$ cat src/fsr_map.svh
/*
 * register indices, field positions, reset values and counts of the
 * fault and status register bank.
 * assumes a 32-bit apb slave with one register per aligned word.
 */
`ifndef FSR_MAP_SVH
`define FSR_MAP_SVH

// register indices; the byte address is four times the index
`define FSR_IDX_SUMMARY     6'h00
`define FSR_IDX_LS_LOW      6'h01
`define FSR_IDX_LS_HIGH     6'h02
`define FSR_IDX_MISC        6'h03
`define FSR_IDX_COUNT       6'h04
`define FSR_IDX_WATCHDOG    6'h05
`define FSR_IDX_RELAY       6'h06
`define FSR_IDX_CH_FIRST    6'h07
`define FSR_IDX_CH_LAST     6'h0e
`define FSR_IDX_WS_SUPPLY   6'h0f
`define FSR_IDX_WD_CTRL     6'h11

// address split
`define FSR_ADDR_W          8
`define FSR_IDX_MSB         7
`define FSR_IDX_LSB         2

// field positions inside the byte of a register
`define FSR_BIT_POWER_UP    1
`define FSR_BIT_HS_FAULT    6
`define FSR_BIT_WD_EN       4
`define FSR_BIT_WD_ERROR    7
`define FSR_BIT_OV_REPLICA  7
`define FSR_BIT_CONFLICT    5
`define FSR_BIT_OVERFLOW    7

// reset values
`define FSR_POWER_UP_RESET  1'b1
`define FSR_WD_EN_RESET     1'b0
`define FSR_COUNT_RESET     8'h00

// counter limits and widths
`define FSR_COUNT_MAX       8'hff
`define FSR_COUNT_STEP      8'h01
`define FSR_UPPER_ZERO      24'h000000
`define FSR_BYTE_ZERO       8'h00

`endif

$ cat src/fsr_pkg.sv
/*
 * types shared by the fault and status register bank.
 * assumes fsr_map.svh supplies the numeric constants.
 */
package fsr_pkg;

    typedef logic [7:0] fsr_byte_t;
    typedef logic [5:0] fsr_idx_t;
    typedef logic [7:0] fsr_addr_t;

    // apb phase tracker, one-hot
    typedef enum logic [2:0] {
        FSR_PH_IDLE   = 3'b001,
        FSR_PH_SETUP  = 3'b010,
        FSR_PH_ACCESS = 3'b100
    } fsr_phase_e;

endpackage

$ cat src/fsr_status_bank.sv
/*
 * fault and status register bank of a braking power controller, read
 * over apb; status bits come from the analog monitors as plain levels.
 * assumes every monitor input is synchronous to SYS_CLK and that the
 * apb master holds a request stable until pready.
 */
// Overview of operation
// - summary low-side bit is the or of every digital or pwm driver fault
// - power-up flag sets on power-on reset, clears when software reads it
// - two relay comparator bits show the live comparator levels
// - external reset bit is high while the reset pin is pulled low outside
// - overvoltage replica bit always equals the overvoltage bit
// - high-side summary sets on any master or pump relay fault
// - high-side summary stays latched until register 6 is read
// - each low-side output has an open-load flag; 9 and 10 are the lamps
// - each low-side output has a short-to-battery flag; 9 and 10 are lamps
// - counter conflict flags count enable and count clear both high
// - k-line current limit bit is high during current limiting
// - overflow flag sets when the speed counter counts past 256
// - each speed channel reports its count of valid sensor data bits
// - three-bit watchdog tracking count is readable, lowest bit lsb
// - watchdog status reads 1 in range while enabled, 0 out of range or disabled
// - each sensor supply flags open load or short, and overcurrent
// - master relay overcurrent, short to ground and leakage flags
// - flag when the master relay gate is forced off from outside
// - flag when the pump relay gate is forced off from outside
// - pump relay short to ground and overcurrent flags
// - decoded sensor data of speed channel 1 is readable
// - watchdog error latches when out of range and clears on read
`timescale 1ns/1ps
`include "fsr_map.svh"

module fsr_status_bank (
    input wire logic SYS_CLK, // 200 mhz system clock
    input wire logic RESET, // synchronous, active high
    input wire logic PSEL, // apb select
    input wire logic PENABLE, // apb access phase
    input wire logic PWRITE, // apb direction, high for write
    input wire fsr_pkg::fsr_addr_t PADDR, // apb byte address
    input wire logic [31:0] PWDATA, // apb write data
    output logic [31:0] PRDATA, // apb read data, registered
    output logic PREADY, // apb ready
    output logic PSLVERR, // apb error on unmapped address
    input wire logic [9:0] OPEN_LOAD_FLAG, // bit n is output n+1
    input wire logic [9:0] SHORT_TO_BATTERY_FLAG, // bit n is output n+1
    input wire logic POWER_ON_EVENT, // power-on reset seen
    input wire logic RESET_PIN_EXT_LOW, // reset pin pulled low outside
    input wire logic BAT_UNDERVOLTAGE, // battery undervoltage
    input wire logic BAT_OVERVOLTAGE, // battery overvoltage
    input wire logic RELAY_COMPARATOR_A, // comparator 1 output level
    input wire logic RELAY_COMPARATOR_B, // comparator 2 output level
    input wire logic MASTER_RELAY_OVERCURRENT, // master relay overcurrent
    input wire logic MASTER_RELAY_SHORT_GROUND, // master relay short
    input wire logic MASTER_RELAY_LEAKAGE, // master relay load leakage
    input wire logic MASTER_GATE_FORCED_OFF, // master gate off from outside
    input wire logic PUMP_GATE_FORCED_OFF, // pump gate off from outside
    input wire logic PUMP_RELAY_SHORT_GROUND, // pump relay short
    input wire logic PUMP_RELAY_OVERCURRENT, // pump relay overcurrent
    input wire logic KLINE_CURRENT_LIMIT, // k-line in current limit
    input wire logic OVERTEMPERATURE_FLAG, // any overtemperature
    input wire logic COUNT_ENABLE_CTL, // speed counter enable
    input wire logic COUNT_CLEAR_CTL, // speed counter clear
    input wire logic SPEED_PULSE, // one-cycle wheel-speed edge
    input wire logic [2:0] WATCHDOG_TRACK_COUNT, // watchdog tracking count
    input wire logic WATCHDOG_TIMING_OK, // watchdog timing in range
    input wire logic [1:0] SUPPLY_OPEN_OR_SHORT, // supplies one and two
    input wire logic [1:0] SUPPLY_OVERCURRENT, // supplies one and two
    input wire logic [3:0][8:0] CHANNEL_SENSOR_DATA, // decoded data per channel
    input wire logic [3:0][3:0] SENSOR_VALID_BITS_FIELD, // valid bit count
    input wire logic [3:0] CHANNEL_NEW, // new data per channel
    input wire logic [3:0] CHANNEL_STANDSTILL, // standstill mode per channel
    input wire logic [3:0] CHANNEL_SHORT_BAT, // channel short to battery
    input wire logic [3:0] CHANNEL_FAULT, // channel open or short
    input wire logic [3:0] CHANNEL_OVERCURRENT, // channel overcurrent
    output logic WATCHDOG_ENABLE // watchdog enable, from register
);
    import fsr_pkg::*;

    fsr_phase_e phase;
    fsr_idx_t idx;
    fsr_byte_t live;
    fsr_byte_t ch_data [4];
    fsr_byte_t ch_ctrl [4];
    fsr_idx_t ch_off;
    logic rd_setup;
    logic rd_access;
    logic wr_access;
    logic mapped;
    logic power_up_flag;
    logic highside_any_fault;
    logic hs_seen;
    logic watchdog_latched_error;
    logic watchdog_in_range;
    logic ls_fail;
    logic hs_event;
    logic speed_counter_conflict;
    logic speed_counter_overflow;
    logic [7:0] speed_count;

    // address decode, shared by the error answer and the read mux
    function automatic logic is_mapped(input fsr_idx_t i, input logic [1:0] low);
        is_mapped = (low == 2'b00) &&
                    ((i <= `FSR_IDX_WS_SUPPLY) || (i == `FSR_IDX_WD_CTRL));
    endfunction

    assign idx = PADDR[`FSR_IDX_MSB:`FSR_IDX_LSB];
    assign mapped = is_mapped(idx, PADDR[1:0]);
    assign rd_setup = PSEL && !PENABLE && !PWRITE;
    assign rd_access = PSEL && PENABLE && !PWRITE && (phase == FSR_PH_ACCESS);
    assign wr_access = PSEL && PENABLE && PWRITE && (phase == FSR_PH_ACCESS);

    // apb phase; no wait states, data is loaded in the setup cycle
    always_ff @(posedge SYS_CLK) begin
        if (RESET) begin
            phase <= FSR_PH_IDLE;
        end else begin
            case (phase)
                FSR_PH_IDLE,
                FSR_PH_SETUP: phase <= (PSEL && !PENABLE) ? FSR_PH_ACCESS : FSR_PH_IDLE;
                FSR_PH_ACCESS: phase <= (PSEL && !PENABLE) ? FSR_PH_ACCESS : FSR_PH_IDLE;
                default: phase <= FSR_PH_IDLE;
            endcase
        end
    end

    // handshake answers are combinational off the phase
    assign PREADY = (phase == FSR_PH_ACCESS);
    assign PSLVERR = (phase == FSR_PH_ACCESS) && PSEL && PENABLE && !mapped;

    // live summaries
    assign ls_fail = |OPEN_LOAD_FLAG[7:0] | |SHORT_TO_BATTERY_FLAG[7:0];
    assign hs_event = MASTER_RELAY_OVERCURRENT | MASTER_RELAY_SHORT_GROUND |
                      MASTER_RELAY_LEAKAGE | MASTER_GATE_FORCED_OFF |
                      PUMP_GATE_FORCED_OFF | PUMP_RELAY_SHORT_GROUND |
                      PUMP_RELAY_OVERCURRENT;
    assign speed_counter_conflict = COUNT_ENABLE_CTL & COUNT_CLEAR_CTL;
    // status reads 0 whenever the watchdog is disabled
    assign watchdog_in_range = WATCHDOG_ENABLE & WATCHDOG_TIMING_OK;

    // per-channel sensor words, one pair of registers each
    generate
        for (genvar ch = 0; ch < 4; ch++) begin : g_chan
            assign ch_data[ch] = CHANNEL_SENSOR_DATA[ch][7:0];
            assign ch_ctrl[ch] = {SENSOR_VALID_BITS_FIELD[ch], CHANNEL_SHORT_BAT[ch],
                                  CHANNEL_STANDSTILL[ch], CHANNEL_NEW[ch],
                                  CHANNEL_SENSOR_DATA[ch][8]};
        end
    endgenerate

    // read mux; live bits are sampled at the setup edge of the read
    always_comb begin
        live = `FSR_BYTE_ZERO;
        ch_off = idx - `FSR_IDX_CH_FIRST;
        case (idx)
            `FSR_IDX_SUMMARY: live = {RELAY_COMPARATOR_B, highside_any_fault,
                                      BAT_OVERVOLTAGE, BAT_UNDERVOLTAGE,
                                      RESET_PIN_EXT_LOW, RELAY_COMPARATOR_A,
                                      power_up_flag, ls_fail};
            `FSR_IDX_LS_LOW: live = {OPEN_LOAD_FLAG[3], SHORT_TO_BATTERY_FLAG[3],
                                     OPEN_LOAD_FLAG[2], SHORT_TO_BATTERY_FLAG[2],
                                     OPEN_LOAD_FLAG[1], SHORT_TO_BATTERY_FLAG[1],
                                     OPEN_LOAD_FLAG[0], SHORT_TO_BATTERY_FLAG[0]};
            `FSR_IDX_LS_HIGH: live = {OPEN_LOAD_FLAG[7], SHORT_TO_BATTERY_FLAG[7],
                                      OPEN_LOAD_FLAG[6], SHORT_TO_BATTERY_FLAG[6],
                                      OPEN_LOAD_FLAG[5], SHORT_TO_BATTERY_FLAG[5],
                                      OPEN_LOAD_FLAG[4], SHORT_TO_BATTERY_FLAG[4]};
            // lamp drivers one and two are outputs 9 and 10
            `FSR_IDX_MISC: live = {speed_counter_overflow, OVERTEMPERATURE_FLAG,
                                   speed_counter_conflict, KLINE_CURRENT_LIMIT,
                                   OPEN_LOAD_FLAG[9], SHORT_TO_BATTERY_FLAG[9],
                                   OPEN_LOAD_FLAG[8], SHORT_TO_BATTERY_FLAG[8]};
            `FSR_IDX_COUNT: live = speed_count;
            `FSR_IDX_WATCHDOG: live = {SUPPLY_OVERCURRENT[1], SUPPLY_OVERCURRENT[0],
                                       SUPPLY_OPEN_OR_SHORT[1], SUPPLY_OPEN_OR_SHORT[0],
                                       watchdog_in_range, WATCHDOG_TRACK_COUNT};
            `FSR_IDX_RELAY: live = {BAT_OVERVOLTAGE, PUMP_RELAY_OVERCURRENT,
                                    PUMP_RELAY_SHORT_GROUND, PUMP_GATE_FORCED_OFF,
                                    MASTER_RELAY_LEAKAGE, MASTER_GATE_FORCED_OFF,
                                    MASTER_RELAY_SHORT_GROUND,
                                    MASTER_RELAY_OVERCURRENT};
            `FSR_IDX_WS_SUPPLY: live = {CHANNEL_OVERCURRENT, CHANNEL_FAULT};
            `FSR_IDX_WD_CTRL: live = {watchdog_latched_error, 2'b00, WATCHDOG_ENABLE,
                                      4'h0};
            default: begin
                if (idx >= `FSR_IDX_CH_FIRST && idx <= `FSR_IDX_CH_LAST) begin
                    live = ch_off[0] ? ch_ctrl[ch_off[2:1]] : ch_data[ch_off[2:1]];
                end
            end
        endcase
    end

    // read data register; unmapped reads answer zero
    always_ff @(posedge SYS_CLK) begin
        if (RESET) begin
            PRDATA <= 32'h00000000;
        end else if (rd_setup) begin
            PRDATA <= {`FSR_UPPER_ZERO, mapped ? live : `FSR_BYTE_ZERO};
        end
    end

    // high-side flag value seen by the current read, so only a reported 1 is cleared
    always_ff @(posedge SYS_CLK) begin
        if (RESET) begin
            hs_seen <= 1'b0;
        end else if (rd_setup) begin
            hs_seen <= highside_any_fault;
        end
    end

    // power-up flag: clear only what the read reported, a new event wins
    always_ff @(posedge SYS_CLK) begin
        if (RESET) begin
            power_up_flag <= `FSR_POWER_UP_RESET;
        end else if (POWER_ON_EVENT) begin
            power_up_flag <= 1'b1;
        end else if (rd_access && idx == `FSR_IDX_SUMMARY && PRDATA[`FSR_BIT_POWER_UP]) begin
            power_up_flag <= 1'b0;
        end
    end

    // high-side summary latches; cleared by a read of register 6
    always_ff @(posedge SYS_CLK) begin
        if (RESET) begin
            highside_any_fault <= 1'b0;
        end else if (hs_event) begin
            highside_any_fault <= 1'b1;
        end else if (rd_access && mapped && idx == `FSR_IDX_RELAY && hs_seen) begin
            highside_any_fault <= 1'b0;
        end
    end

    // watchdog error latches while out of range; clears on read
    always_ff @(posedge SYS_CLK) begin
        if (RESET) begin
            watchdog_latched_error <= 1'b0;
        end else if (!watchdog_in_range) begin
            watchdog_latched_error <= 1'b1;
        end else if (rd_access && idx == `FSR_IDX_WD_CTRL && PRDATA[`FSR_BIT_WD_ERROR]) begin
            watchdog_latched_error <= 1'b0;
        end
    end

    // watchdog enable, the one bit software writes
    always_ff @(posedge SYS_CLK) begin
        if (RESET) begin
            WATCHDOG_ENABLE <= `FSR_WD_EN_RESET;
        end else if (wr_access && mapped && idx == `FSR_IDX_WD_CTRL) begin
            WATCHDOG_ENABLE <= PWDATA[`FSR_BIT_WD_EN];
        end
    end

    // speed counter; clear beats enable, so a conflict leaves it at zero
    always_ff @(posedge SYS_CLK) begin
        if (RESET) begin
            speed_count <= `FSR_COUNT_RESET;
            speed_counter_overflow <= 1'b0;
        end else if (COUNT_CLEAR_CTL) begin
            speed_count <= `FSR_COUNT_RESET;
            speed_counter_overflow <= 1'b0;
        end else if (COUNT_ENABLE_CTL && SPEED_PULSE) begin
            speed_count <= speed_count + `FSR_COUNT_STEP;
            if (speed_count == `FSR_COUNT_MAX) begin
                speed_counter_overflow <= 1'b1;
            end
        end
    end
endmodule

$ cat config.mk
export PLATFORM = sky130hd
export DESIGN_NAME = fsr_status_bank
export DESIGN_NICKNAME = d
export VERILOG_FILES = /design/src/fsr_pkg.sv /design/src/fsr_status_bank.sv
export VERILOG_INCLUDE_DIRS = /design/src
export SDC_FILE = /design/constraint.sdc
export NUM_CORES = 1
export LEC_CHECK = 0
export BUFFER_PORTS_ARGS = -buffer_cell sky130_fd_sc_hd__buf_2
export CAP_MARGIN = 30
export CORE_MARGIN = 5
export CORE_UTILIZATION = 37
export CTS_BUF_LIST = sky130_fd_sc_hd__clkbuf_4
export DETAILED_ROUTE_END_ITERATION = 10
export GPL_TIMING_DRIVEN = 1
export PLACE_DENSITY = 0.81
export SYNTH_ARGS = -nofsm -noshare
export SYNTH_HDL_FRONTEND = slang
export SYNTH_SLANG_ARGS = --single-unit
$ cat constraint.sdc
create_clock -name SYS_CLK -period 2.2 [get_ports SYS_CLK]
set_input_delay 0.44 -clock SYS_CLK [delete_from_list [all_inputs] [get_ports SYS_CLK]]
set_output_delay 0.44 -clock SYS_CLK [all_outputs]
set_load 0.02 [all_outputs]
==> run metrics <==
Synth async-reset ratio=0%; Worst-path clk slew=0.16 ns; most common cell after layout, fill and taps aside=buf_2; Setup CP Type=in -> out; area leader, netlist=dfxtp_1; Final setup viols=1; fraction of layout cells with a size suffix above 1=48.0%; Worst Path Arrival=1.78 ns; worst reg2reg path depth=5; RSZ-0062 raised after global routing=yes; drt pass-1 iters=5; most frequent cells in the layout=buf_2, buf_4, dfxtp_1, conb_1; Seq cells post-synth=24; number of port buffers=142; First DRT Iteration DRCs=252; end of the critical path=PSLVERR; CP max stage cell=a2111o_1; CTS Buf Count=3; # clock sinks=24; Ys Warns=0; CP Launch Type=input port; antenna cell count=0; worst path cell trace=buf_8, inv_6, ha_4, or3b_4, a2111o_1, nor2b_1, buf_4; synthesis-to-finish area growth=42.1%; Synth Area per Inst=8.68 um2; register area share after synthesis=19.7%; initial core utilization=38.2%; Routed WL=9.34 mm; Post-Synthesis Cells=281; max cap viols=0; reg2reg start=speed_count[3]; global routing usage summed across all routing layers=21.2%; CTS max path bufs=2; CP startpoint=PADDR[3]; Final Skew=0.00177 ns; Slew @ Worst Pin=0.539 ns; Tmin final=2.22 ns; Fin Setup TNS=-0.0224 ns; fin crit share=101%; critical path's top delay family=simple AND/OR/NAND/NOR gates; Yosys cell types=53; Pleak=1.64 nW; mapped cell area=2440 um2; vias in the first global route=2926; share of the synthesized area in the top cell type=19.7%; CTS tree=built; Max VDD drop=0.321 mV; Synth Flop Type=dfxtp_1; WHS=0.277 ns; initial antenna violation count=0; Clock Root Buffer=clkbuf_4; critical path capture point type=output pin; Rows=29; critical path depth=7; Final Instance Area=3470 um2; reg2reg setup slack=0.67 ns; Core Box Area=6390 um2; area of placed instances=3360 um2; post-route DRC violation count=0; area of the multi-input gates=1790 um2; Final Hold Vio Count=0; die area=8320 um2; # IOs=198; GPL Wtd Cong=0.961; routed via count=2911; HP Class=in -> reg; Bufs and invs on worst path=3; maximum level of the CTS H-tree=1; Slew Viols, Final=0; WP data required=1.76 ns; die height=91.2 um; Vias/cell=5.59; Post-DRT Antenna Nets=0; status=finished with violations; Pwr Density=371 nW/um2; first-pass GRT wire length=14.6 mm; Worst path max stage delay=0.40 ns; worst skew pair latency=0.33 ns; Avg WL per Cell=17.9 um; Sequential Area=480 um2; global-route congestion overflow total=0; Final WS setup=-0.0224 ns; largest net degree at the start of global routing=18; failing checks=setup timing; RR Endpoint=PRDATA[3]; Area contributors post-synth=dfxtp_1, mux4_2, buf_4; Rel. slew slack=64.0%; fin nets=614; filler cell count=611; Max Freq=0.450 GHz; Post-synth EDFFs=0; HPWL after detailed placement=7.81 mm; worst-path maximum fanout=2; die width=91.2 um
==> synth_stat cells (3+ instances only) <==
cell type	number
a211oi_1	3
a22oi_1	5
a31oi_1	6
o21ai_0	5
and3_1	4
a211o_1	6
mux4_2	11
nand4_1	7
nand3_1	14
nor3_1	6
a222oi_1	3
clkbuf_1	13
nor4_1	7
buf_4	25
a21oi_1	7
nor4b_1	3
dfxtp_1	24
ha_1	6
nor2b_1	6
nand2_1	15
mux2i_1	17
mux2_2	9
a32oi_1	3
a221oi_1	4
buf_2	4
xor2_1	4
nor2_1	17
inv_1	7
a22o_1	8
xnor2_1	3
==> cell families (layout without fill, tap and decap cells) <==
family | after synthesis | count (layout) | share of synthesized area (%)
AO/OA/AOI/OAI | 63 | 63 | 20.1
XOR/XNOR | 7 | 7 | 2.51
adder cells (fa/ha/maj) | 6 | 6 | 3.08
buffers and inverters | 50 | 190 | 11.7
flip-flops | 24 | 24 | 19.7
multiplexers | 37 | 37 | 21.3
other | 1 | 24 | 0.154
AND/OR/NAND/NOR | 93 | 93 | 21.5
==> metrics by stage <==
stage	total power, mW	worst slack (ns)	utilization, %	instances
detailed placement	0.934	-0.215	52.6	514
CTS	1.28	-0.0150	54.2	521
global route	1.35	-0.0538	54.3	521
global placement	0.926	-0.204	52.6	514
floorplan	0.747	-0.0188	-	304
finish	1.29	-0.0224	54.3	521
==> worst register-to-register path: stages (launching register included) <==
cell and delay, ns:
dfxtp_1 0.38, mux2_2 0.29, a32o_1 0.20, o21ai_0 0.16, a31oi_1 0.14, a211o_1 0.28
==> sequential cells by signal, summed over array words and instances (netlist names) <==
signal	count
phase	2
watchdog_latched_error	1
PRDATA	8
speed_count	8
WATCHDOG_ENABLE	1
speed_counter_overflow	1
power_up_flag	1
hs_seen	1
highside_any_fault	1
==> power breakdown <==
part | internal (mW) | switching, mW
Clock | 0.184 | 0.161
Sequential | 0.440 | 0.00348
Combinational | 0.256 | 0.242
==> worst min path at each step <==
stage                        start             to  slack (ns)  cells after the start
floorplan            power_up_flag  power_up_flag        0.44                      1
global placement         PRDATA[2]      PRDATA[2]        0.44                      1
detailed placement       PRDATA[4]      PRDATA[4]        0.45                      1
CTS                 POWER_ON_EVENT  power_up_flag        0.27                      2
global route        POWER_ON_EVENT  power_up_flag        0.27                      2
finish              POWER_ON_EVENT  power_up_flag        0.28                      2
==> routing by layer <==
layer	vias to the layer above	GRT usage, %	share of wire [%]
li1	1368	-	-
met1	1384	27.9	41
met2	151	37.2	51
met3	8	3.39	7.4
met4	0	3.06	0.70
met5	-	0	0
==> what timing repair did <==
item / in CTS / in global routing
setup buffers: 3 / 0
setup endpoints to repair: 1 / 3
hold buffers: 0 / 0
resized for setup: 7 / 4
hold endpoints to repair: 0 / 0
pin swaps: 2 / 0
==> area by class of cell <==
cell class | count | share of cell area (%)
repair buffers | 179 | 29.3
clock buffers | 3 | 0.650
multi-input cells | 230 | 51.6
inverters | 7 | 0.902
well taps | 77 | 2.78
flip-flops and latches | 24 | 13.9
clock inverters | 1 | 0.866
(Power assumes the default switching activity.)
